===== src/core/line_diag_pkg.sv =====
// constants, codes and state encoding for the line diagnostic loopback and pattern block
// assumes a 125 MHz system clock and synchronous active-low reset
package line_diag_pkg;
    // clock and timing
    localparam int CLK_KHZ = 125000;
    localparam int CODE_HOLD_MS = 5000; // loop code must persist this long
    localparam int CODE_HOLD_CYCLES = CODE_HOLD_MS * CLK_KHZ;
    localparam int TXCLK_LOSS_CYCLES = 64; // no tx clock edge this long = absent
    localparam int MCLK_DIV = 81; // master bit rate divider
    // register port
    localparam logic [7:0] ADDR_CTRL = 8'h00;
    localparam logic [7:0] ADDR_STATUS = 8'h04;
    localparam logic [7:0] CTRL_RESET = 8'h00;
    // control register fields
    localparam int B_LOCAL = 0;
    localparam int B_ANALOG = 1;
    localparam int B_REMOTE = 2;
    localparam int B_NETWORK = 3;
    localparam int B_ALL_ONES = 4;
    localparam int B_PAT0 = 5;
    localparam int B_PAT1 = 6;
    localparam int B_JA_EN = 7;
    localparam int B_JA_RX = 8;
    localparam int CTRL_W = 9;
    // three-level pin codes from the pad comparators
    localparam logic [1:0] LVL_LOW = 2'h0;
    localparam logic [1:0] LVL_MID = 2'h1;
    localparam logic [1:0] LVL_HIGH = 2'h2;
    // pattern generator
    localparam int T1_LEN = 20;
    localparam int T1_TAP = 17;
    localparam int E1_LEN = 15;
    localparam int E1_TAP = 14;
    localparam logic [3:0] ZERO_RUN_MAX = 4'he;
    localparam logic [19:0] PRBS_SEED = 20'hfffff;
    // loop code periods
    localparam int UP_PERIOD = 5;
    localparam int DOWN_PERIOD = 3;
    typedef enum logic [5:0] {
        ST_NORMAL = 6'h01,
        ST_LOCAL = 6'h02,
        ST_ANALOG = 6'h04,
        ST_REMOTE = 6'h08,
        ST_NETWORK = 6'h10,
        ST_DUAL = 6'h20
    } loop_state_e;
endpackage


===== src/core/line_diag_loopback_pattern.sv =====
// loopback routing, all-ones and pseudo-random pattern generation for a T1/E1 transceiver
// assumes all line, framer and pin inputs are asynchronous to CLK; jitter attenuator and
// analog switches sit outside and follow the control outputs of this block
// Notes on behaviour
// - local loop: receiver off, tx clock and data appear at rx outputs
// - in local loop jitter select still enables and places attenuator, as in every other loop state
// - local loop keeps transmitting tx data, or ones when all-ones set
// - local loop by pin high standalone, or control bit in host mode
// - analog loop disconnects line input, feeds transmit output back to receiver
// - analog loop by local pin at midrange or analog control bit
// - analog loop overrides every other loopback request
// - remote loop ignores tx inputs, bypasses coder, resends rx data at rx clock
// - remote loop leaves recovered clock and data on rx outputs
// - remote loop by control bit in host mode or remote pin high
// - detection searches for 00001 and 001; without it network loop never starts
// - five seconds of activate code starts network loop, same as remote
// - detection enabled by control bit, or remote pin at midrange
// - network loop ends on five seconds of 001, remote/analog, or detection off
// - network loop plus local loop gives dual loop
// - dual loop: tx to rx via attenuator, rx line data back to line
// - all-ones sends continuous ones at tx clock, master clock when absent
// - remote suppresses all-ones; all-ones coexists with local loop
// - all-ones by control bit or all-ones pin high
// - T1 2^20-1 with zero jam after 14; E1 2^15-1 inverted
// - pattern clocked by tx clock, master clock when tx clock absent
// - each rising error insert edge flips one bit, deferred past a jammed bit
// - host mode pattern enabled when select bits are 0 then 1
//
// The register offsets and strobed register access are this design's own decisions.
`timescale 1ns/1ps
`default_nettype none
module line_diag_loopback_pattern
#(
    parameter int HOLD_CYCLES = line_diag_pkg::CODE_HOLD_CYCLES,
    parameter int LOSS_CYCLES = line_diag_pkg::TXCLK_LOSS_CYCLES,
    parameter int MCLK_DIVIDE = line_diag_pkg::MCLK_DIV
)
(
    // clock and reset
    input wire logic CLK,
    input wire logic RST_N,
    // register port
    input wire logic [7:0] ADDR,
    input wire logic [15:0] WDATA,
    input wire logic WR,
    input wire logic RD,
    output logic [15:0] RDATA,
    // mode straps and standalone pins (three-level codes)
    input wire logic HOST_MODE,
    input wire logic E1_MODE,
    input wire logic [1:0] LOCAL_LOOP_SEL,
    input wire logic [1:0] REMOTE_LOOP_SEL,
    input wire logic [1:0] ALL_ONES_SEL,
    input wire logic [1:0] JITTER_PATH_SEL,
    input wire logic LOGIC_ERROR_INSERT,
    // framer side transmit
    input wire logic TX_CLOCK,
    input wire logic TX_POS,
    input wire logic TX_NEG,
    // recovered receive from the receiver
    input wire logic REC_CLOCK,
    input wire logic REC_POS,
    input wire logic REC_NEG,
    // framer side receive outputs
    output logic RX_CLOCK_OUT,
    output logic RX_POS_OUT,
    output logic RX_NEG_OUT,
    // line side transmit outputs
    output logic LINE_TX_CLOCK,
    output logic LINE_TX_POS,
    output logic LINE_TX_NEG,
    // analog and attenuator controls
    output logic RECEIVER_OFF,
    output logic LINE_RX_DISCONNECT,
    output logic CODER_BYPASS,
    output logic JA_ENABLE,
    output logic JA_IN_RX_PATH,
    output logic NETWORK_LOOP_ACTIVE
);
    import line_diag_pkg::*;

    localparam int NSYNC = 17;

    function automatic logic [2:0] ones_of(input logic [4:0] v);
        ones_of = 3'(v[0]) + 3'(v[1]) + 3'(v[2]) + 3'(v[3]) + 3'(v[4]);
    endfunction

    logic [NSYNC-1:0] sync1;
    logic [NSYNC-1:0] sync2;
    logic [NSYNC-1:0] raw;
    logic tx_clk_d, rec_clk_d, ins_d;
    logic [CTRL_W-1:0] ctrl;
    logic host, e1, tx_clk, tx_pos, tx_neg, rec_clk, rec_pos, rec_neg, ins;
    logic [1:0] p_local, p_remote, p_ones, p_ja;
    logic req_local, req_analog, req_remote, det_en, all_ones, pat_en, ja_en, ja_rx;
    logic tx_rise, rec_rise, ins_rise, tx_present, mclk_tick, bit_tick;
    logic [15:0] loss_cnt;
    logic [15:0] div_cnt;
    loop_state_e state;
    loop_state_e next_state;
    logic [5:0] hist;
    logic up_ok, down_ok;
    logic [31:0] up_cnt;
    logic [31:0] down_cnt;
    logic net_active;
    logic [19:0] lfsr;
    logic [3:0] zrun;
    logic err_pending;
    logic fb, jam, pat_bit;
    logic remote_path;

    // two-flop synchroniser on every asynchronous input
    assign raw = {HOST_MODE, E1_MODE, LOCAL_LOOP_SEL, REMOTE_LOOP_SEL, ALL_ONES_SEL,
                  JITTER_PATH_SEL, LOGIC_ERROR_INSERT, TX_CLOCK, TX_POS, TX_NEG,
                  REC_CLOCK, REC_POS, REC_NEG};
    always_ff @(posedge CLK)
    begin
        if (!RST_N)
        begin
            sync1 <= '0;
            sync2 <= '0;
        end
        else
        begin
            sync1 <= raw;
            sync2 <= sync1;
        end
    end
    assign {host, e1, p_local, p_remote, p_ones, p_ja, ins, tx_clk, tx_pos, tx_neg,
            rec_clk, rec_pos, rec_neg} = sync2;

    // edge detection on synchronised clocks and the error insert pin
    always_ff @(posedge CLK)
    begin
        if (!RST_N)
        begin
            tx_clk_d <= 1'b0;
            rec_clk_d <= 1'b0;
            ins_d <= 1'b0;
        end
        else
        begin
            tx_clk_d <= tx_clk;
            rec_clk_d <= rec_clk;
            ins_d <= ins;
        end
    end
    assign tx_rise = tx_clk && !tx_clk_d;
    assign rec_rise = rec_clk && !rec_clk_d;
    assign ins_rise = ins && !ins_d;

    // register port: control write, registered read data one cycle later
    always_ff @(posedge CLK)
    begin
        if (!RST_N)
            ctrl <= CTRL_W'(CTRL_RESET);
        else if (WR && ADDR == ADDR_CTRL)
            ctrl <= WDATA[CTRL_W-1:0];
    end
    always_ff @(posedge CLK)
    begin
        if (!RST_N)
            RDATA <= '0;
        else if (RD && ADDR == ADDR_CTRL)
            RDATA <= 16'(ctrl);
        else if (RD && ADDR == ADDR_STATUS)
            RDATA <= {7'h00, tx_present, net_active, 1'b0, 6'(state)};
        else
            RDATA <= '0;
    end

    // mode requests from pins in standalone mode or control bits in host mode
    assign req_local = host ? ctrl[B_LOCAL] : (p_local == LVL_HIGH);
    assign req_analog = host ? ctrl[B_ANALOG] : (p_local == LVL_MID);
    assign req_remote = host ? ctrl[B_REMOTE] : (p_remote == LVL_HIGH);
    assign det_en = host ? ctrl[B_NETWORK] : (p_remote == LVL_MID);
    assign all_ones = host ? ctrl[B_ALL_ONES] : (p_ones == LVL_HIGH);
    assign pat_en = host ? (!ctrl[B_PAT0] && ctrl[B_PAT1]) : (p_ones == LVL_MID);
    assign ja_en = host ? ctrl[B_JA_EN] : (p_ja != LVL_MID);
    assign ja_rx = host ? ctrl[B_JA_RX] : (p_ja == LVL_HIGH);

    // loop code search on recovered marks, one step per recovered bit
    always_ff @(posedge CLK)
    begin
        if (!RST_N)
        begin
            hist <= '0;
            up_ok <= 1'b0;
            down_ok <= 1'b0;
        end
        else if (rec_rise)
        begin
            hist <= {hist[4:0], rec_pos | rec_neg};
            up_ok <= (hist[0] == hist[UP_PERIOD]) && (ones_of(hist[4:0]) == 3'h1);
            down_ok <= (hist[0] == hist[DOWN_PERIOD])
                       && (ones_of({2'h0, hist[2:0]}) == 3'h1);
        end
    end

    // persistence timers for activate and deactivate codes
    always_ff @(posedge CLK)
    begin
        if (!RST_N || !det_en || !up_ok)
            up_cnt <= '0;
        else if (up_cnt < 32'(HOLD_CYCLES))
            up_cnt <= up_cnt + 32'h1;
    end
    always_ff @(posedge CLK)
    begin
        if (!RST_N || !det_en || !down_ok)
            down_cnt <= '0;
        else if (down_cnt < 32'(HOLD_CYCLES))
            down_cnt <= down_cnt + 32'h1;
    end

    // network loop flag
    always_ff @(posedge CLK)
    begin
        if (!RST_N)
            net_active <= 1'b0;
        else if (!det_en || req_remote || req_analog)
            net_active <= 1'b0;
        else if (down_cnt >= 32'(HOLD_CYCLES))
            net_active <= 1'b0;
        else if (up_cnt >= 32'(HOLD_CYCLES))
            net_active <= 1'b1;
    end

    // loop selection with fixed priority
    always_comb
    begin
        if (req_analog)
            next_state = ST_ANALOG;
        else if (req_local && (req_remote || net_active))
            next_state = ST_DUAL;
        else if (req_remote)
            next_state = ST_REMOTE;
        else if (net_active)
            next_state = ST_NETWORK;
        else if (req_local)
            next_state = ST_LOCAL;
        else
            next_state = ST_NORMAL;
    end
    always_ff @(posedge CLK)
    begin
        if (!RST_N)
            state <= ST_NORMAL;
        else
            state <= next_state;
    end

    // tx clock presence watch and master clock divider
    always_ff @(posedge CLK)
    begin
        if (!RST_N || tx_rise)
            loss_cnt <= '0;
        else if (loss_cnt < 16'(LOSS_CYCLES))
            loss_cnt <= loss_cnt + 16'h1;
    end
    assign tx_present = loss_cnt < 16'(LOSS_CYCLES);
    always_ff @(posedge CLK)
    begin
        if (!RST_N || div_cnt >= 16'(MCLK_DIVIDE - 1))
            div_cnt <= '0;
        else
            div_cnt <= div_cnt + 16'h1;
    end
    assign mclk_tick = div_cnt == 16'h0;
    assign bit_tick = tx_present ? tx_rise : mclk_tick;

    // pattern generator with zero jam and error insertion
    assign fb = e1 ? (lfsr[E1_LEN-1] ^ lfsr[E1_TAP-1]) : (lfsr[T1_LEN-1] ^ lfsr[T1_TAP-1]);
    assign jam = !e1 && zrun >= ZERO_RUN_MAX;
    assign pat_bit = (e1 ? !fb : (fb | jam)) ^ (err_pending && !jam);
    always_ff @(posedge CLK)
    begin
        if (!RST_N)
        begin
            lfsr <= PRBS_SEED;
            zrun <= '0;
        end
        else if (bit_tick)
        begin
            lfsr <= {lfsr[18:0], fb};
            zrun <= (pat_bit || e1) ? 4'h0 : zrun + 4'h1;
        end
    end
    always_ff @(posedge CLK)
    begin
        if (!RST_N)
            err_pending <= 1'b0;
        else if (ins_rise) // set wins over the clear
            err_pending <= 1'b1;
        else if (bit_tick && !jam)
            err_pending <= 1'b0;
    end

    // line transmit path
    assign remote_path = state == ST_REMOTE || state == ST_NETWORK || state == ST_DUAL;
    always_ff @(posedge CLK)
    begin
        if (!RST_N)
        begin
            LINE_TX_POS <= 1'b0;
            LINE_TX_NEG <= 1'b0;
            LINE_TX_CLOCK <= 1'b0;
        end
        else if (remote_path)
        begin
            LINE_TX_CLOCK <= rec_clk;
            if (rec_rise)
            begin
                LINE_TX_POS <= rec_pos;
                LINE_TX_NEG <= rec_neg;
            end
        end
        else
        begin
            LINE_TX_CLOCK <= tx_present ? tx_clk : mclk_tick;
            if (bit_tick)
            begin
                LINE_TX_POS <= all_ones ? 1'b1 : (pat_en ? pat_bit : tx_pos);
                LINE_TX_NEG <= (all_ones || pat_en) ? 1'b0 : tx_neg;
            end
        end
    end

    // receive output path
    always_ff @(posedge CLK)
    begin
        if (!RST_N)
        begin
            RX_CLOCK_OUT <= 1'b0;
            RX_POS_OUT <= 1'b0;
            RX_NEG_OUT <= 1'b0;
        end
        else if (state == ST_LOCAL || state == ST_DUAL)
        begin
            RX_CLOCK_OUT <= tx_clk;
            RX_POS_OUT <= tx_pos;
            RX_NEG_OUT <= tx_neg;
        end
        else
        begin
            RX_CLOCK_OUT <= rec_clk;
            RX_POS_OUT <= rec_pos;
            RX_NEG_OUT <= rec_neg;
        end
    end

    // analog switch, coder and attenuator controls
    assign RECEIVER_OFF = state == ST_LOCAL || state == ST_DUAL;
    assign LINE_RX_DISCONNECT = state == ST_ANALOG;
    assign CODER_BYPASS = remote_path;
    assign JA_ENABLE = ja_en;
    assign JA_IN_RX_PATH = ja_rx;
    assign NETWORK_LOOP_ACTIVE = net_active;
endmodule
`default_nettype wire


===== config.mk =====
export PLATFORM = sky130hd
export DESIGN_NAME = line_diag_loopback_pattern
export DESIGN_NICKNAME = d
export VERILOG_FILES = /design/src/core/line_diag_pkg.sv /design/src/core/line_diag_loopback_pattern.sv
export SDC_FILE = /design/constraint.sdc
export NUM_CORES = 1
export LEC_CHECK = 0
export CORE_UTILIZATION = 55
export CTS_CLUSTER_DIAMETER = 120
export DETAILED_ROUTE_END_ITERATION = 8
export DONT_BUFFER_PORTS = 1
export PLACE_DENSITY = 0.8
export SLEW_MARGIN = 10
export SYNTH_ARGS = -nofsm -noshare
export SYNTH_HDL_FRONTEND = slang
export SYNTH_SLANG_ARGS = --single-unit
export TNS_END_PERCENT = 50

===== constraint.sdc =====
create_clock -name CLK -period 4.2 [get_ports CLK]
set_input_delay 1.05 -clock CLK [delete_from_list [all_inputs] [get_ports CLK]]
set_output_delay 1.05 -clock CLK [all_outputs]
set_load 0.01 [all_outputs]

==> out/qor.yml <==
run_status:
  status: "finished clean"
cts:
  cts_max_level: 4
  cts_buffer_depth: 2
  post_cts_resized: 0
  post_cts.repair.setup_buffers: 0
  clkTransAtPathRegs_ns: 0.07
  cts_tree: "done"
  clkSinkCount: 197
  ctsHoldBuffers: 0
  clk_latency_ns: 0.44
  cts_buffers: 17
  cts_root_buffer: "clkbuf_16"
sta:
  fin_ws_ns: 1.34
  timing.hold.ws_ns: 0.435
  tightest_slew_ns: 1.11
  slew_violations: 0
  clock.fmax_mhz: 350
  period_needed_ns: 2.86
  finalSetupViolCount: 0
  setup_tns_ns: 0
  hold_viol: 0
  rsz0062_at_grt: "no"
  slew_headroom_pct: 25.3
  fin_skew_ns: 0.00643
  fin_crit_sh_pct: 68.1
worst_setup_path:
  cp.arrival_ns: 3.23
  crit_required_ns: 4.57
  reg2reg_slack_ns: 1.34
  cpPeakStageDelay_ns: 0.91
  critPathBufInv: 0
  crit_family: "simple AND/OR/NAND/NOR gates"
  crit_chain: "or4_1 > or4_4 > nor3_1 > o21ai_0 > a21oi_1"
  rr_worst_depth: 5
  crit_slowest_cell: "nor3_1"
  reg2reg_from: "down_cnt[19]"
  start_kind: "flip-flop"
  worstSetupEndpointType: "flip-flop"
  rr_endpoint: "down_cnt[7]"
  crit_type: "reg2reg"
  critical_path_depth: 5
  cp_max_fo: 12
place:
  pre_cts_slack_ns: 1.34
  dp_hpwl_um: 11100
  port-buffer-count: 0
  gp_congestion: 0.817
power:
  power_frac_clock_pct: 43.7
  p_int_mw: 2.79
  seq_power_share_pct: 53.8
  peakVddDrop_uv: 275
  power.density_nw_per_um2: 391
  sw_frac_of_total_pct: 22.3
  power_mw: 3.59
  leakage_nw: 3.36
  power_switching_mw: 0.801
  comb_power_share_pct: 2.5
final_layout:
  layout-drive-gt1-share_pct: 5.67
  final_cell_mix: "dfxtp_1 (197), nand2_1 (103), nand3_1 (61)"
  final_common_cell: "dfxtp_1"
  area_growth_pct: 7.82
  finish.utilization_pct: 60.5
  antenna_cells: 0
  n_fill_cell: 1279
  final_nets: 996
route:
  drt-total-wl_um: 16800
  drt_iter0_drc: 569
  drt_first_pass_iters: 5
  viasPerCell: 5.89
  drc_errors: 0
  ant_nets: 0
  wire_per_inst_um: 14.7
  num_vias: 6716
min_path:
  hold_end: "sync2[4]"
  hold_path_class: "reg2reg"
  worstHoldStart: "sync1[4]"
  min_path_cells: 1
global_routing:
  grt.total_usage_pct: 21.8
  grt_pass1_vias: 5934
  grt_max_degree: 109
  grt_pass1_wl_um: 28300
  antenna_found_initial: 0
  grt_overflow: 0
logic_synthesis:
  synth_top_family_by_area: "simple AND/OR/NAND/NOR gates"
  synth-xor-area-share_pct: 1.85
  synth-compound-area-share_pct: 13.6
  synth_edf_count: 0
  ys_warn_count: 0
  synthAdderAreaFrac_pct: 1.94
  avgSynthCellArea_um2: 8.87
  synth_cell_types: 66
  async_flop_share_pct: 0
  synthSimpleGateAreaFrac_pct: 28.4
  netlist_area_um2: 8500
  ys.flop_type: "dfxtp_1"
  ys_seq_area_share_pct: 46.4
  ys_ff_latch: 197
  synth.mux.area_fraction_pct: 3.56
  syn_inst: 958
die:
  die_w_um: 126
  fp-row-count: 45
  ioPinCount: 73
  start_util_pct: 56.1
  fp.coreArea_um2: 15100
  dieArea_um2: 16000
  die_y_um: 126
run:
  drv_cap: 0
## cell type report
class                   count  area, um2  share of cell area [%]
well taps                 188        235                    2.57
inverters                  24       90.1                   0.983
clock buffers              19        443                    4.83
multi-input cells         691       4270                    46.6
clock inverters            13        121                    1.32
flip-flops and latches    197       3940                    43.0
repair buffers              8       60.1                   0.655
## how the worst max path moves through the flow
stage / endpoint / startpoint / slack [ns]
finish: down_cnt[7] / down_cnt[19] / 1.34
global route: down_cnt[6] / down_cnt[19] / 1.11
CTS: LINE_RX_DISCONNECT / state[5] / 1.35
detailed placement: ctrl[2] / ADDR[5] / 1.34
global placement: ctrl[1] / ADDR[5] / 1.40
floorplan: ctrl[0] / ADDR[5] / 1.69
## flip-flops by register name (all words and copies together) (netlist names), 4 cells and up
register and flops:
RDATA 9, ctrl 9, div_cnt 16, down_cnt 32, hist 6, lfsr 20
loss_cnt 16, state 6, sync1 17, sync2 17, up_cnt 32, zrun 4
## metal layers
metal | vias up | GRT usage (%) | share of wire, % | wire length, um
li1 | 3404 | - | - | -
met1 | 3143 | 29.9 | 49 | 8150
met2 | 153 | 33.9 | 46 | 7680
met3 | 16 | 5.27 | 4.3 | 725
met4 | 0 | 6.95 | 1.2 | 196
met5 | - | 0 | 0 | 0
## kinds of logic after synthesis
logic type / after synthesis
compound gates: 173
other cells: 1
fa+ha+maj: 12
xor+xnor: 18
buf+inv: 85
flops: 197
simple gates: 442
mux: 30
## synthesized netlist by cell type (6+ instances only)
cell      count  area (um2)
mux2i_1      28         280
o31ai_1      33         248
a211o_1       6        52.6
and2_1       44         275
a21oi_1      56         280
dfxtp_1     197        3940
nand2b_1     13        81.3
or4_1        36         270
xnor2_1       9        78.8
ha_1         10         125
nor2b_1      19         119
nor2_1       46         173
or3_1         7        43.8
clkbuf_1     46         173
nand3_1      61         305
inv_1        24        90.1
and3_1       19         119
a31oi_1       6        37.5
nor3b_1       7        52.6
nor4_1       20         125
nand4_1      23         144
nor3_1       18        90.1
xor2_1        9        78.8
a21boi_0     10        75.1
nand2_1     103         387
buf_4         7        52.6
o21ai_0      23         115
## power groups by stage
stage | registers, mW | logic [mW] | clock network [mW]
after CTS | 1.93 | 0.0898 | 1.59
after floorplan | 1.96 | 0.0935 | 0
final | 1.93 | 0.0894 | 1.57
after detailed placement | 1.97 | 0.0888 | 0
after global routing | 1.93 | 0.102 | 1.68
after global placement | 1.97 | 0.0863 | 0
## metrics by stage
stage | cell area, um2 | std cells
floorplan | 8560 | 973
global placement | 8600 | 1108
detailed placement | 8600 | 1108
CTS | 9170 | 1140
global route | 9170 | 1140
finish | 9170 | 1140
Note: power is estimated with default switching activity, not from simulation.
